File: src/hdl/fbp_map.vh
// Register map, field positions and reset values of the pin port
`ifndef FBP_MAP_VH
`define FBP_MAP_VH
// Register indices; the byte address on the bus is four times the index
`define FBP_DIR_OFFSET 16'hffd4
`define FBP_DATA_OFFSET 16'hffd6
`define FBP_CTL_OFFSET 16'hffd8
`define FBP_DIR_RESET 8'h00
`define FBP_DATA_RESET 8'h00
`define FBP_CTL_RESET 8'h00
`define FBP_DIR_READ 8'hff
`define FBP_CTL_PATTERN_LSB 0
`define FBP_CTL_HW_STANDBY_BIT 4
`define FBP_CTL_SW_STANDBY_BIT 5
`define FBP_CTL_EXT_STANDBY 0
`define FBP_ADDR_MASK 32'h0000ffff
`define FBP_PIN_COUNT 4
`endif

File: src/hdl/fbp_sync.v
// Two-stage synchroniser for the port pin levels
`timescale 1ns/1ps
module fbp_sync #(
  parameter WIDTH = 4
) (
  // Clock and reset
  input wire mclk,
  input wire rst,
  // Asynchronous in, synchronous out
  input wire [WIDTH-1:0] async_in,
  output reg [WIDTH-1:0] sync_out
);
  reg [WIDTH-1:0] meta_reg;

  always @(posedge mclk) begin
    if (rst) begin
      meta_reg <= {WIDTH{1'b0}};
      sync_out <= {WIDTH{1'b0}};
    end else begin
      meta_reg <= async_in;
      sync_out <= meta_reg;
    end
  end
endmodule // fbp_sync

File: src/hdl/fbp_timer_sel.v
// Timer channel pin ownership decode for one channel pair (A and B pins)
`timescale 1ns/1ps
module fbp_timer_sel (
  // Channel settings
  input wire a_out_enable,
  input wire b_out_enable,
  input wire pulse_mode,
  input wire [2:0] a_ctl,
  input wire [2:0] b_ctl,
  // Decoded ownership
  output wire a_out_own,
  output wire b_out_own,
  output wire a_capture,
  output wire b_capture
);
  // Compare output when bit 2 clear and bits 1:0 nonzero
  function cmp_out;
    input [2:0] ctl;
    begin
      cmp_out = ~ctl[2] & (ctl[1] | ctl[0]);
    end
  endfunction

  assign a_out_own = a_out_enable & (pulse_mode | cmp_out(a_ctl));
  assign b_out_own = b_out_enable & cmp_out(b_ctl);
  assign a_capture = ~pulse_mode & a_ctl[2];
  assign b_capture = ~pulse_mode & b_ctl[2];
endmodule // fbp_timer_sel

File: src/hdl/fbp_port.v
// Four-bit port with pattern and timer pin multiplexing, APB slave
// How it works
// - Four two-way pins, each also pattern output or timer 3/4 pin.
// - Pin selection is the same in every operating mode.
// - Direction register at ffd4, write-only, bits 3:0 used, 7:4 reserved.
// - Direction 1 makes a port output, 0 an input, unless timer owns.
// - Reading the direction register always returns all ones.
// - Direction register clears on reset and hardware standby.
// - Direction register holds through software standby, outputs keep driving.
// - Data register at ffd6, bits 3:0 are pin output values.
// - Data read: stored bit where direction is 1, pin level where 0.
// - Data bits 7:4 reserved but written and read back.
// - Data register clears on reset and hardware standby, holds in software.
// - No timer: dir 0 input, dir 1 port output or pattern output.
// - Pin 3 drives timer4 B output on enable and compare setting.
// - Pin 3 feeds timer4 B capture when pulse mode 0, ctl bit2 1.
// - Pin 2 drives timer4 A output on enable, pulse mode, combination mode bit 1 or compare.
// - Pin 2 feeds timer4 A capture when pulse mode 0, ctl bit2 1.
// - Pin 1 drives timer3 B output on enable and compare setting.
// - Pin 1 feeds timer3 B capture when pulse mode 0, ctl bit2 1.
// - Pin 0 drives timer3 A output on enable, pulse mode or compare.
// - Pin 0 feeds timer3 A capture when pulse mode 0, ctl bit2 1.
//
// The APB register port was decided locally.
`timescale 1ns/1ps
`include "fbp_map.vh"
module fbp_port #(
  parameter PINS = `FBP_PIN_COUNT
) (
  // Clock and reset
  input wire mclk,
  input wire rst,
  // APB slave
  input wire psel,
  input wire penable,
  input wire pwrite,
  input wire [31:0] paddr,
  input wire [31:0] pwdata,
  output reg [31:0] prdata,
  output reg pready,
  output reg pslverr,
  // Hardware standby request from the system
  input wire hw_standby,
  // Pattern controller
  input wire [3:0] pattern_out,
  // Timer channel 3 settings
  input wire timer3_a_out_enable,
  input wire timer3_b_out_enable,
  input wire timer3_pulse_mode,
  input wire [2:0] timer3_a_ctl,
  input wire [2:0] timer3_b_ctl,
  input wire timer3_a_out,
  input wire timer3_b_out,
  // Timer channel 4 settings
  input wire timer4_a_out_enable,
  input wire timer4_b_out_enable,
  input wire timer4_pulse_mode,
  input wire combination_mode_bit1,
  input wire [2:0] timer4_a_ctl,
  input wire [2:0] timer4_b_ctl,
  input wire timer4_a_out,
  input wire timer4_b_out,
  // Capture inputs to the timer
  output reg timer3_a_capture_in,
  output reg timer3_b_capture_in,
  output reg timer4_a_capture_in,
  output reg timer4_b_capture_in,
  // Pins
  input wire [3:0] pin_in,
  output reg [3:0] pin_out,
  output reg [3:0] pin_oe_n,
  // Status
  output reg standby_active
);
  reg [7:0] pin_direction_reg;
  reg [7:0] pin_direction_next;
  reg [7:0] pin_data_reg;
  reg [7:0] pin_data_next;
  reg [7:0] ctl_reg;
  reg [7:0] ctl_next;
  reg [31:0] rdata_next;
  reg err_next;
  reg [3:0] pin_out_next;
  reg [3:0] pin_oe_n_next;
  reg [3:0] tmr_own;
  reg [3:0] tmr_val;
  reg [1:0] pin_fn_code;
  reg hw_sb_meta_reg;
  reg hw_sb_reg;
  wire [3:0] pin_sync;
  wire [3:0] pattern_enable;
  wire hw_sb;
  wire sw_sb;
  wire setup;
  wire access;
  wire [1:0] bus_sel;
  wire t3a_own;
  wire t3b_own;
  wire t4a_own;
  wire t4b_own;
  wire t3a_cap;
  wire t3b_cap;
  wire t4a_cap;
  wire t4b_cap;
  integer i;

  // Register select codes from the word address decode
  localparam SEL_NONE = 2'h0;
  localparam SEL_DIR = 2'h1;
  localparam SEL_DATA = 2'h2;
  localparam SEL_CTL = 2'h3;

  // Pin function codes, timer output highest
  localparam FN_PORT_IN = 2'h0;
  localparam FN_PORT_OUT = 2'h1;
  localparam FN_PATTERN = 2'h2;
  localparam FN_TIMER = 2'h3;

  // Byte address is four times the register index; upper bits must be zero
  function [1:0] reg_sel;
    input [31:0] addr;
    reg [15:0] index;
    begin
      index = addr[17:2];
      reg_sel = SEL_NONE;
      if (addr[31:18] == 14'h0000 && addr[1:0] == 2'h0) begin
        case (index)
          `FBP_DIR_OFFSET: reg_sel = SEL_DIR;
          `FBP_DATA_OFFSET: reg_sel = SEL_DATA;
          `FBP_CTL_OFFSET: reg_sel = SEL_CTL;
          default: reg_sel = SEL_NONE;
        endcase
      end
    end
  endfunction

  // Timer output owns the pin first, then direction and pattern enable
  function [1:0] pin_fn;
    input own;
    input dir;
    input pat_en;
    begin
      if (own)
        pin_fn = FN_TIMER;
      else if (!dir)
        pin_fn = FN_PORT_IN;
      else if (pat_en)
        pin_fn = FN_PATTERN;
      else
        pin_fn = FN_PORT_OUT;
    end
  endfunction

  assign setup = psel & ~penable;
  assign access = psel & penable & pready;
  assign bus_sel = reg_sel(paddr);
  assign pattern_enable = ctl_reg[`FBP_CTL_PATTERN_LSB+3:`FBP_CTL_PATTERN_LSB];
  assign hw_sb = hw_sb_reg | ctl_reg[`FBP_CTL_HW_STANDBY_BIT];
  assign sw_sb = ctl_reg[`FBP_CTL_SW_STANDBY_BIT];

  // Pin levels pass two flip-flops before use
  fbp_sync #(
    .WIDTH(4)
  ) u_pin_sync (
    .mclk(mclk),
    .rst(rst),
    .async_in(pin_in),
    .sync_out(pin_sync)
  );

  fbp_timer_sel u_tmr3 (
    .a_out_enable(timer3_a_out_enable),
    .b_out_enable(timer3_b_out_enable),
    .pulse_mode(timer3_pulse_mode),
    .a_ctl(timer3_a_ctl),
    .b_ctl(timer3_b_ctl),
    .a_out_own(t3a_own),
    .b_out_own(t3b_own),
    .a_capture(t3a_cap),
    .b_capture(t3b_cap)
  );

  fbp_timer_sel u_tmr4 (
    .a_out_enable(timer4_a_out_enable),
    .b_out_enable(timer4_b_out_enable),
    .pulse_mode(timer4_pulse_mode | combination_mode_bit1),
    .a_ctl(timer4_a_ctl),
    .b_ctl(timer4_b_ctl),
    .a_out_own(t4a_own),
    .b_out_own(t4b_own),
    .a_capture(),
    .b_capture()
  );

  // Capture decode for channel 4 uses pulse mode alone
  assign t4a_cap = ~timer4_pulse_mode & timer4_a_ctl[2];
  assign t4b_cap = ~timer4_pulse_mode & timer4_b_ctl[2];

  // Standby request is an outside level
  always @(posedge mclk) begin
    if (rst) begin
      hw_sb_meta_reg <= 1'b0;
      hw_sb_reg <= 1'b0;
    end else begin
      hw_sb_meta_reg <= hw_standby;
      hw_sb_reg <= hw_sb_meta_reg;
    end
  end

  // Writes land at the access edge, where the answer is sampled
  always @* begin
    pin_direction_next = pin_direction_reg;
    pin_data_next = pin_data_reg;
    ctl_next = ctl_reg;
    if (access && pwrite) begin
      case (bus_sel)
        SEL_DIR: begin
          pin_direction_next = pwdata[7:0];
        end
        SEL_DATA: begin
          pin_data_next = pwdata[7:0];
        end
        SEL_CTL: begin
          ctl_next = pwdata[7:0];
        end
        default: begin
          ctl_next = ctl_reg;
        end
      endcase
    end
    // Hardware standby clears both port registers; software standby holds
    if (hw_sb) begin
      pin_direction_next = `FBP_DIR_RESET;
      pin_data_next = `FBP_DATA_RESET;
    end
  end

  // Read data and refusal, registered with the answer
  always @* begin
    rdata_next = 32'h00000000;
    err_next = 1'b0;
    if (setup) begin
      case (bus_sel)
        SEL_DIR: begin
          rdata_next = {24'h000000, `FBP_DIR_READ};
        end
        SEL_DATA: begin
          // Pin level where input, stored bit where output
          rdata_next = {24'h000000, pin_data_reg[7:4],
            (pin_data_reg[3:0] & pin_direction_reg[3:0]) |
            (pin_sync & ~pin_direction_reg[3:0])};
        end
        SEL_CTL: begin
          rdata_next = {24'h000000, ctl_reg};
        end
        default: begin
          err_next = 1'b1;
        end
      endcase
    end
  end

  // Pin function priority: timer output, then port input, then pattern, then port output
  always @* begin
    tmr_own = {t4b_own, t4a_own, t3b_own, t3a_own};
    tmr_val = {timer4_b_out, timer4_a_out, timer3_b_out, timer3_a_out};
    pin_out_next = 4'h0;
    pin_oe_n_next = 4'hf;
    pin_fn_code = FN_PORT_IN;
    for (i = 0; i < PINS; i = i + 1) begin
      pin_fn_code = pin_fn(tmr_own[i], pin_direction_reg[i],
        pattern_enable[i]);
      case (pin_fn_code)
        FN_TIMER: begin
          pin_out_next[i] = tmr_val[i];
          pin_oe_n_next[i] = 1'b0;
        end
        FN_PATTERN: begin
          pin_out_next[i] = pattern_out[i];
          pin_oe_n_next[i] = 1'b0;
        end
        FN_PORT_OUT: begin
          pin_out_next[i] = pin_data_reg[i];
          pin_oe_n_next[i] = 1'b0;
        end
        default: begin
          pin_out_next[i] = 1'b0;
          pin_oe_n_next[i] = 1'b1;
        end
      endcase
    end
  end

  // Port registers
  always @(posedge mclk) begin
    if (rst) begin
      pin_direction_reg <= `FBP_DIR_RESET;
      pin_data_reg <= `FBP_DATA_RESET;
      ctl_reg <= `FBP_CTL_RESET;
    end else begin
      pin_direction_reg <= pin_direction_next;
      pin_data_reg <= pin_data_next;
      ctl_reg <= ctl_next;
    end
  end

  // Bus answer: one wait-free access cycle per transfer
  always @(posedge mclk) begin
    if (rst) begin
      prdata <= 32'h00000000;
      pready <= 1'b0;
      pslverr <= 1'b0;
    end else begin
      prdata <= rdata_next;
      pready <= setup;
      pslverr <= err_next;
    end
  end

  // Pin drive, capture levels and standby status
  always @(posedge mclk) begin
    if (rst) begin
      pin_out <= 4'h0;
      pin_oe_n <= 4'hf;
      timer3_a_capture_in <= 1'b0;
      timer3_b_capture_in <= 1'b0;
      timer4_a_capture_in <= 1'b0;
      timer4_b_capture_in <= 1'b0;
      standby_active <= 1'b0;
    end else begin
      pin_out <= pin_out_next;
      pin_oe_n <= pin_oe_n_next;
      // Capture inputs follow the pin level whatever the pin drives
      timer3_a_capture_in <= t3a_cap & pin_sync[0];
      timer3_b_capture_in <= t3b_cap & pin_sync[1];
      timer4_a_capture_in <= t4a_cap & pin_sync[2];
      timer4_b_capture_in <= t4b_cap & pin_sync[3];
      standby_active <= hw_sb | sw_sb;
    end
  end
endmodule // fbp_port

File: config.mk
export PLATFORM = sky130hd
export DESIGN_NAME = fbp_port
export DESIGN_NICKNAME = d
export VERILOG_FILES = /design/src/hdl/fbp_sync.v /design/src/hdl/fbp_timer_sel.v /design/src/hdl/fbp_port.v
export VERILOG_INCLUDE_DIRS = /design/src /design/src/hdl
export SDC_FILE = /design/constraint.sdc
export NUM_CORES = 1
export LEC_CHECK = 0
export ABC_AREA = 1
export BUFFER_PORTS_ARGS = -buffer_cell sky130_fd_sc_hd__buf_2
export CAP_MARGIN = 20
export CELL_PAD_IN_SITES_DETAIL_PLACEMENT = 0
export CELL_PAD_IN_SITES_GLOBAL_PLACEMENT = 2
export CORE_AREA = 10 10 119 121
export DETAILED_ROUTE_END_ITERATION = 8
export DIE_AREA = 0 0 129 131
export PLACE_DENSITY_LB_ADDON = 0.05
export SETUP_SLACK_MARGIN = 0.05
export SLEW_MARGIN = 20
export SYNTH_ARGS = -nofsm -noshare
export SYNTH_HDL_FRONTEND = slang
export SYNTH_SLANG_ARGS = --single-unit
File: constraint.sdc
create_clock -name mclk -period 2.1 [get_ports mclk]
set_input_delay 0.63 -clock mclk [delete_from_list [all_inputs] [get_ports mclk]]
set_output_delay 0.63 -clock mclk [all_outputs]
set_load 0.005 [all_outputs]
==> run metrics, run 1 <==
xor and xnor area share after synthesis=0%; worst hold path depth=2; number of warnings reported in the yosys synthesis log=0; Tmin final=1.69 ns; crit-path cells=buf_2 > nor2_1 > nand2_1 > nor2_1 > nand3_2 > nor2_8 > buf_4 > o21ai_0 > a21oi_1; total routing resource utilization after global routing=9.47%; most used routing layer=met2; Top delay family on crit path=simple AND/OR/NAND/NOR gates; fin. max-slew vios=0; fmax=592 MHz; DIE AREA=0.0169 sq mm; io pins=148; beginning of the worst register-to-register path=pready$_SDFF_PP0_; Worst R2R Setup Slack=0.75 ns; most common cell after layout, fill and taps aside=sky130_fd_sc_hd__buf_2; capturing element type of the critical path=register; first-pass GRT wire length=between 10000 and 15000 microns; # port buffers=99; Setup WS post-layout=0.411 ns; worst slack at placement=0.0476 ns; run status=completed; net count reported at finish=roughly 570; clock root cell=sky130_fd_sc_hd__clkbuf_16; multiplexer area fraction after synthesis=0%; CORE AREA=about 0.012 sq mm; per-instance average area after synthesis=7.05 sq um; total buffers and inverters traversed by the critical path=2; iteration count of the initial detailed-routing pass=4; netlist area before placement=0.00256 sq mm; # H-tree levels=2; most common cell type on the critical path=sky130_fd_sc_hd__nor2_1; met3 track demand over resource in global routing=2.54%; clock transition at the registers of the reported paths=0.07 ns; global-route met2 utilization=16.6%; critical hold path startpoint=u_pin_sync.meta_reg[0]$_SDFF_PP0_; vias per std cell=3.86; setup repair after global routing missed its margin=false; endpoint of the lowest-slack register-to-register path=pin_direction_reg[1]$_SDFFE_PP0P_; height of the chip=131 microns; post-synthesis simple-gate area fraction=about 28%; Bufs on Longest Clock Path=2; initial drt markers=between 70 and 80; number of placement rows=40; initial standard-cell utilization of the core=21.7%; accumulated negative setup slack=0 ns; maximum VDD drop=~300 uV; classification of the worst setup path=in2reg; half-perimeter wire length after placement=6520 microns; cells on worst reg2reg path=5; antenna violations before repair=0; number of diodes=0; clock tree from TritonCTS=yes; sort of element at the start of the critical path=primary input; path category of the worst min-delay check=reg2reg; Cells after Synth=364; final-report hold violation count=0; GPL Wtd Cong=0.697; largest net degree at the start of global routing=18; number of clock sinks seen by CTS=53; fraction of final layout cells sized beyond drive strength 1=27.3%; later-pin clock latency in the skew report=around 0.29 ns; Netlist cell types=31; die width=~130 microns; arrival time at the worst endpoint=roughly 1.9 ns; Routed Wire Length=around 8000 microns; hold_buf cts=0; maxcap violations=0; Worst path slowest cell=sky130_fd_sc_hd__nor2_1; Seq cells post-synth=53; Vias=2392; post-route clock skew=0.00302 ns; combinational family with the most area after synthesis=simple AND/OR/NAND/NOR gates; number of clock buffers inserted by TritonCTS=5; synthesis-to-layout area growth=30.7%; total power divided by cell area=624 mW/mm^2; final setup vio count=0; GR Layer Usage met1=11.4%; required time of the critical path=approximately 2.3 ns; vias in the first global route=2509; post-route fraction of the period consumed by the critical path=80.4%; DRC violation count after routing=0; compound-cell area share of the yosys netlist=between 10% and 20%; average routed wire per standard cell=13.1 microns; Critical Path Fanout Max=7; endpoint of the worst hold path=u_pin_sync.sync_out[0]$_SDFF_PP0_; sequential cell area fraction in the yosys report=just over 40%; static leakage=0.00174 uW; number of resized instances in the post-cts repair step=0; post-CTS setup repair buffer count=0; total gr overflow=0; synthesized-area fraction occupied by adder cells=0%; ANT nets after route=0; commonest cells after routing, fill and taps aside=sky130_fd_sc_hd__buf_2 (99), sky130_fd_sc_hd__inv_1 (68), sky130_fd_sc_hd__nand2_1 (64), sky130_fd_sc_hd__nor2_1 (59), sky130_fd_sc_hd__dfxtp_1 (53); highest cell delay on the worst timing path=approximately 0.20 ns
layer usage:
layer  routed length, microns  share of wire (%)
met1                     3700                 45
met2                     3990                 49
met3                      417                5.1
met4                       51               0.63
met5                        0                  0
worst register-to-register path: cells and delay by family, from the launching register on:
| kind | cells | cell delay (ns) |
|---|---|---|
| flops | 1 | 0.32 |
| simple gates | 4 | 0.74 |
| compound gates | 1 | 0.19 |
cell usage after synthesis, drive strengths merged:
cell     n  area (sq um)
nand2   67           269
a21boi   2          15.0
clkinv   2          7.51
inv     68           255
a21oi   14          81.3
a311oi   2          17.5
or2      1          8.76
buf     29           219
o21ai   27           135
clkbuf   3          11.3
nor2    62           259
nand3   11          72.6
o211ai   4          30.0
dfxtp   53          1060
nand4   10          62.6
nor3     4          31.3
conb     1          3.75
nor4     4          25.0
final cells by class:
cell class	count	area, sq um
Clock buffer	7	153
Timing Repair Buffer	110	591
Multi-Input combinational cell	232	1100
Tap cell	147	184
Fill cell	1334	8460
Sequential cell	53	1060
Clock inverter	1	5.00
Inverter	70	263
kinds of logic after synthesis:
family / after synthesis
buffers and inverters: 102
AO/OA/AOI/OAI: 49
flip-flops: 53
AND/OR/NAND/NOR: 159
other: 1
worst max-delay path by stage:
stage | cells after the start | end | start
floorplan | 8 | pin_data_reg[5]$_SDFFE_PP0P_ | paddr[6]
global placement | 9 | prdata[3]$_SDFF_PP0_ | paddr[29]
detailed placement | 9 | prdata[3]$_SDFF_PP0_ | paddr[29]
CTS | 9 | prdata[3]$_SDFF_PP0_ | paddr[29]
global route | 9 | pin_direction_reg[1]$_SDFFE_PP0P_ | paddr[27]
finish | 9 | prdata[3]$_SDFF_PP0_ | paddr[29]
through the flow:
| stage | cells | area [sq um] | utilization [%] | total power (uW) | hold slack, ns |
|---|---|---|---|---|---|
| floorplan | 387 | 2650 | - | 1170 | 0.388 |
| global placement | 612 | 3200 | 27.1 | 1250 | 0.391 |
| detailed placement | 612 | 3200 | 27.1 | 1250 | 0.395 |
| CTS | 620 | 3350 | 28.4 | 2140 | 0.405 |
| global route | 620 | 3350 | 28.4 | 2210 | 0.428 |
| finish | 620 | 3350 | 28.4 | 2090 | 0.403 |
power breakdown:
group | internal [uW] | switching [uW]
sequential | 1020 | 5.04
combinational | 87.2 | 106
clock | 506 | 364
total | 1620 | 476
No activity file was read; power rests on OpenSTA's default activity.
==> inputs of run 2 (changes only) <==
- clock period: 2.1 -> 1.7 ns (I/O delays scaled with it)
==> run 2 against run 1 <==
Effect of this change: sequential cell count unchanged; core utilization increased by 0.49 points; cell area increased by 1.7%; sequential share of layout area decreased by 0.53 points; non-clock buffer count increased by 5; register-to-register slack got worse by 0.26 ns; sequential power increased by 23%; clock power increased by 37%; via count unchanged; final cell count increased by 0.81%; routed wire length increased by 0.11%; critical path type unchanged; largest cell class unchanged.
==> run metrics, run 2 (synthesis gave the netlist of run 1 again) <==
total power divided by cell area=795 mW/mm^2 (+27%); # port buffers=99 (unchanged); Bufs on Longest Clock Path=2 (unchanged); worst hold path depth=2 (unchanged); number of diodes=0 (unchanged); arrival time at the worst endpoint=1.69 ns (-0.20 ns); clock tree from TritonCTS=yes; Routed Wire Length=8160 microns (+0.11%); setup repair after global routing missed its margin=false; DRC violation count after routing=0 (unchanged); total gr overflow=0 (unchanged); required time of the critical path=1.92 ns (-0.38 ns); Tmin final=1.47 ns; synthesis-to-layout area growth=33.0%; ANT nets after route=0 (unchanged); classification of the worst setup path=in2reg; most common cell after layout, fill and taps aside=sky130_fd_sc_hd__buf_2; hold_buf cts=0 (unchanged); antenna violations before repair=0 (unchanged); fin. max-slew vios=0 (unchanged); post-route clock skew=0.00365 ns (+0.000626 ns); maxcap violations=0 (unchanged); Final Instance Count excl. Fillers=625 (+0.81%); io pins=148 (unchanged); path category of the worst min-delay check=reg2reg; die width=129 microns (unchanged); final setup vio count=0 (unchanged); capturing element type of the critical path=register; net count reported at finish=578 (+0.87%); run status=completed; GPL Wtd Cong=0.701 (+0.44%); post-route fraction of the period consumed by the critical path=86.7%; later-pin clock latency in the skew report=0.29 ns (about the same); Worst path slowest cell=sky130_fd_sc_hd__nand3_2; maximum VDD drop=513 uV (+71%); most common cell type on the critical path=sky130_fd_sc_hd__nor2_1; initial standard-cell utilization of the core=21.7% (unchanged); vias per std cell=3.83 (-0.80%); static leakage=0.00177 uW (+1.7%); half-perimeter wire length after placement=6540 microns (+0.23%); fraction of final layout cells sized beyond drive strength 1=28.2% (+0.97 points); first-pass GRT wire length=13000 microns (+3.0%); cells on worst reg2reg path=6 (+1); # H-tree levels=2 (unchanged); commonest cells after routing, fill and taps aside=sky130_fd_sc_hd__buf_2 (99), sky130_fd_sc_hd__inv_1 (68), sky130_fd_sc_hd__nand2_1 (63), sky130_fd_sc_hd__nor2_1 (58), sky130_fd_sc_hd__dfxtp_1 (53); final-report hold violation count=0 (unchanged); average routed wire per standard cell=13.1 microns (-0.69%); number of clock sinks seen by CTS=53 (unchanged); number of placement rows=40 (unchanged); Critical Path Fanout Max=6 (-1); crit-path cells=buf_2 > nor2_1 > nand2_1 > nor2_1 > nand3_2 > nor2_8 > buf_4 > o21ai_0 > a21oi_1; highest cell delay on the worst timing path=0.19 ns (about the same); total routing resource utilization after global routing=9.66% (+0.19 points); clock root cell=sky130_fd_sc_hd__clkbuf_16; iteration count of the initial detailed-routing pass=4 (unchanged); clock transition at the registers of the reported paths=0.07 ns (about the same); height of the chip=131 microns (unchanged); DIE AREA=0.0169 sq mm (unchanged); sort of element at the start of the critical path=primary input; largest net degree at the start of global routing=18 (unchanged); number of clock buffers inserted by TritonCTS=5 (unchanged); Filler Cells Inserted=1326 (-0.60%); fmax=679 MHz; initial drt markers=77 (+8.5%); instance count after placement with tap cells included=617 (+0.82%); Vias=2392 (unchanged); CORE AREA=0.0118 sq mm (unchanged); final core utilization=28.9% (+0.49 points); vias in the first global route=2641 (+5.3%)
[run 2: what timing repair did]
item                                    4_1_cts  5_1_grt
endpoints found under the setup margin        0       11
resized for setup                             0        4
buffers inserted                              0        0
[run 2: final timing paths]
path              slack [ns]                                 to                              start
setup reg to reg        0.49            ctl_reg[0]$_SDFFE_PP0P_                  pready$_SDFF_PP0_
setup / recovery        0.23               prdata[4]$_SDFF_PP0_                          paddr[25]
hold / removal          0.40  u_pin_sync.sync_out[1]$_SDFF_PP0_  u_pin_sync.meta_reg[1]$_SDFF_PP0_
hold reg to reg         0.40  u_pin_sync.sync_out[1]$_SDFF_PP0_  u_pin_sync.meta_reg[1]$_SDFF_PP0_
[run 2: power by group]
group / switching (uW) / internal, uW / total [uW]
registers: 5.53 / 1260 / 1270
logic: 134 / 114 / 247
clock network: 457 / 737 / 1190
total: 596 / 2110 / 2710
[run 2: layout make-up]
class                   count  area, sq um  area share, %
clock buffers               7          143           4.18
well taps                 147          184           5.39
repair buffers            115          628           18.4
inverters                  70          263           7.70
multi-input cells         232         1100           32.3
flip-flops and latches     53         1060           31.1
clock inverters             1         30.0          0.880
[run 2: worst max-delay path: cells and delay by family]
family          cells  cell delay, ns
compound gates      2            0.24
buf+inv             2            0.25
simple gates        5            0.67
[run 2: per-layer routing]
layer | wire length (microns) | share of wire (%) | vias to the layer above | track usage [%]
met2 | 3930 | 48 | 55 | 17.1
met5 | 0 | 0 | - | 0
met4 | 54 | 0.66 | 0 | 1.81
met1 | 3750 | 46 | 1034 | 11.5
met3 | 422 | 5.2 | 5 | 2.74
li1 | - | - | 1298 | -
[run 2: metrics by stage]
stage / power (uW) / hold WS (ns) / TNS [ns] / cell area (sq um) / setup WS, ns
2_1_floorplan: 1440 / 0.388 / 0 / 2650 / 0.101
3_3_place_gp: 1550 / 0.391 / -3.08 / 3230 / -0.171
3_5_place_dp: 1550 / 0.392 / -3.18 / 3230 / -0.191
4_1_cts: 2750 / 0.402 / 0 / 3410 / 0.112
5_1_grt: 2840 / 0.419 / 0 / 3410 / 0.0707
6_report: 2710 / 0.401 / 0 / 3410 / 0.227
==> inputs of run 3 (changes only) <==
==> constraint.sdc (replaced) <==
create_clock -name mclk -period 1.7 [get_ports mclk]
set_input_delay 0.085 -clock mclk [delete_from_list [all_inputs] [get_ports mclk]]
set_output_delay 0.085 -clock mclk [all_outputs]
set_load 0.005 [all_outputs]
==> run 3 against run 2 <==
Effect of this change: sequential power is essentially flat; global-route usage is essentially flat; final cell count shrank 0.32%; sequential share of layout area grew 0.40 points; register-to-register slack lost 0.09 ns; via count grew 0.17%; fmax grew 4.4%; first-iteration DRC count grew 19%; highest routed layer unchanged.
==> run metrics, run 3 (synthesis gave the netlist of run 1 again) <==
run status=completed; instance count after placement with tap cells included=610 (-1.1%); Critical Path Fanout Max=9 (+3); CORE AREA=0.0118 sq mm (unchanged); number of resized instances in the post-cts repair step=0 (unchanged); vias in the first global route=2501 (-5.3%); critical hold path startpoint=pin_in[3]; vias per std cell=3.85 (+0.49%); net count reported at finish=576 (-0.35%); FF/Latch Area=0.00106 sq mm (unchanged); required time of the critical path=1.90 ns (-0.02 ns); ANT nets after route=0 (unchanged); total routing resource utilization after global routing=9.66% (about the same); most common cell after layout, fill and taps aside=sky130_fd_sc_hd__buf_2; fin. max-slew vios=0 (unchanged); Filler Cells Inserted=1319 (-0.53%); number of clock buffers inserted by TritonCTS=5 (unchanged); Routed Wire Length=8210 microns (+0.58%); final setup vio count=0 (unchanged); initial drt markers=92 (+19%); DRC violation count after routing=0 (unchanged); Final Instance Count excl. Fillers=623 (-0.32%); antenna violations before repair=0 (unchanged); clock root cell=sky130_fd_sc_hd__clkbuf_16; total power divided by cell area=745 mW/mm^2 (-6.3%); number of placement rows=40 (unchanged); average routed wire per standard cell=13.2 microns (+0.90%); Tmin final=1.41 ns (-0.0617 ns); number of clock sinks seen by CTS=53 (unchanged); height of the chip=131 microns (unchanged); post-route fraction of the period consumed by the critical path=83.0% (-3.6 points); largest net degree at the start of global routing=18 (unchanged); later-pin clock latency in the skew report=0.29 ns (about the same); Clock Power Share=39.5% (-4.6 points); P_int=1930 uW (-8.8%); iteration count of the initial detailed-routing pass=4 (unchanged); maxcap violations=0 (unchanged); switching share of power=23.1% (+1.1 points); combinational group share of total power=9.9% (+0.8 points); Flop pwr share=50.6% (+3.8 points); Vias=2396 (+0.17%); sort of element at the start of the critical path=primary input; fmax=708 MHz (+4.4%); # port buffers=99 (unchanged); first-pass GRT wire length=12800 microns (-1.3%); Bufs on Longest Clock Path=2 (unchanged); clock transition at the registers of the reported paths=0.06 ns (about the same); initial standard-cell utilization of the core=21.7% (unchanged); clock tree from TritonCTS=yes; synthesis-to-layout area growth=31.3%; capturing element type of the critical path=register; setup repair after global routing missed its margin=false; final-report hold violation count=0 (unchanged); # H-tree levels=2 (unchanged); number of diodes=0 (unchanged); net switching power figure=580 uW (-2.8%); classification of the worst setup path=in2reg; DIE AREA=0.0169 sq mm (unchanged); Worst R2R Setup Slack=0.40 ns (-0.09 ns); io pins=148 (unchanged); accumulated negative setup slack=0 ns (unchanged); GPL Wtd Cong=0.694 (-0.99%); die width=129 microns (unchanged); post-route clock skew=0.00570 ns (+0.00205 ns); path category of the worst min-delay check=in2reg; arrival time at the worst endpoint=1.61 ns (-0.08 ns); beginning of the worst register-to-register path=pready$_SDFF_PP0_; commonest cells after routing, fill and taps aside=sky130_fd_sc_hd__buf_2 (99), sky130_fd_sc_hd__inv_1 (68), sky130_fd_sc_hd__nand2_1 (64), sky130_fd_sc_hd__nor2_1 (59), sky130_fd_sc_hd__dfxtp_1 (53); source of the critical timing path=penable; total gr overflow=0 (unchanged); maximum VDD drop=314 uV (-39%); area occupied by multi-input gates=0.00110 sq mm (-0.45%); fraction of final layout cells sized beyond drive strength 1=26.1% (-2.2 points); half-perimeter wire length after placement=6520 microns (-0.29%); static leakage=0.00173 uW (-1.9%)
[run 3: cell types whose count changed in the layout (fill, tap and decap cells not counted), moves of 2 or more]
cell                            delta
sky130_fd_sc_hd__clkbuf_1          +2
sky130_fd_sc_hd__dlygate4sd3_1     +5
sky130_fd_sc_hd__o21ai_0           +2
sky130_fd_sc_hd__buf_4             -7
sky130_fd_sc_hd__o21ai_1           -2
[run 3: layout make-up]
type,count,area share (%)
Tap cell,147,5.46
Inverter,70,7.80
Sequential cell,53,31.5
Timing Repair Buffer,113,18.6
Clock buffer,8,4.05
Multi-Input combinational cell,232,32.6
[run 3: worst paths after layout]
check | endpoint | cells past startpoint
hold / removal | u_pin_sync.meta_reg[3]$_SDFF_PP0_ | 3
setup reg to reg | pin_direction_reg[1]$_SDFFE_PP0P_ | 5
setup / recovery | pslverr$_SDFF_PP0_ | 5
hold reg to reg | u_pin_sync.sync_out[0]$_SDFF_PP0_ | 2
[run 3: power groups by stage]
stage | Combinational (uW) | Clock (uW) | Sequential, uW
global placement | 243 | 0 | 1300
floorplan | 142 | 0 | 1300
global route | 288 | 1100 | 1270
detailed placement | 243 | 0 | 1300
CTS | 253 | 1050 | 1270
finish | 249 | 990 | 1270
[run 3: critical path, cell delays in order]
cell,delay [ns]
sky130_fd_sc_hd__dlygate4sd3_1,0.53
sky130_fd_sc_hd__buf_2,0.13
sky130_fd_sc_hd__nor3_1,0.24
sky130_fd_sc_hd__clkinv_1,0.36
sky130_fd_sc_hd__nor3_1,0.28
[run 3: routing by layer]
layer  wire length, microns  global-route usage (%)
met2                   4010                    16.7
met3                    412                    2.98
met5                      0                       0
met1                   3760                    11.6
met4                     29                    1.81
[run 3: per-stage QoR]
step	area, sq um	setup slack, ns	utilization [%]	power, uW	hold slack [ns]
2_1_floorplan	2650	0.526	-	1440	0.161
3_3_place_gp	3180	0.193	26.9	1540	0.284
3_5_place_dp	3180	0.197	26.9	1540	0.288
4_1_cts	3370	0.256	28.5	2570	0.00409
5_1_grt	3370	0.114	28.5	2660	0.0191
6_report	3370	0.288	28.5	2510	0.0123
[run 3: what timing repair did]
| item | in CTS | in global routing |
|---|---|---|
| buffers inserted | 0 | 0 |
| endpoints found under the hold margin | 6 | 0 |
| hold buffers | 5 | 0 |
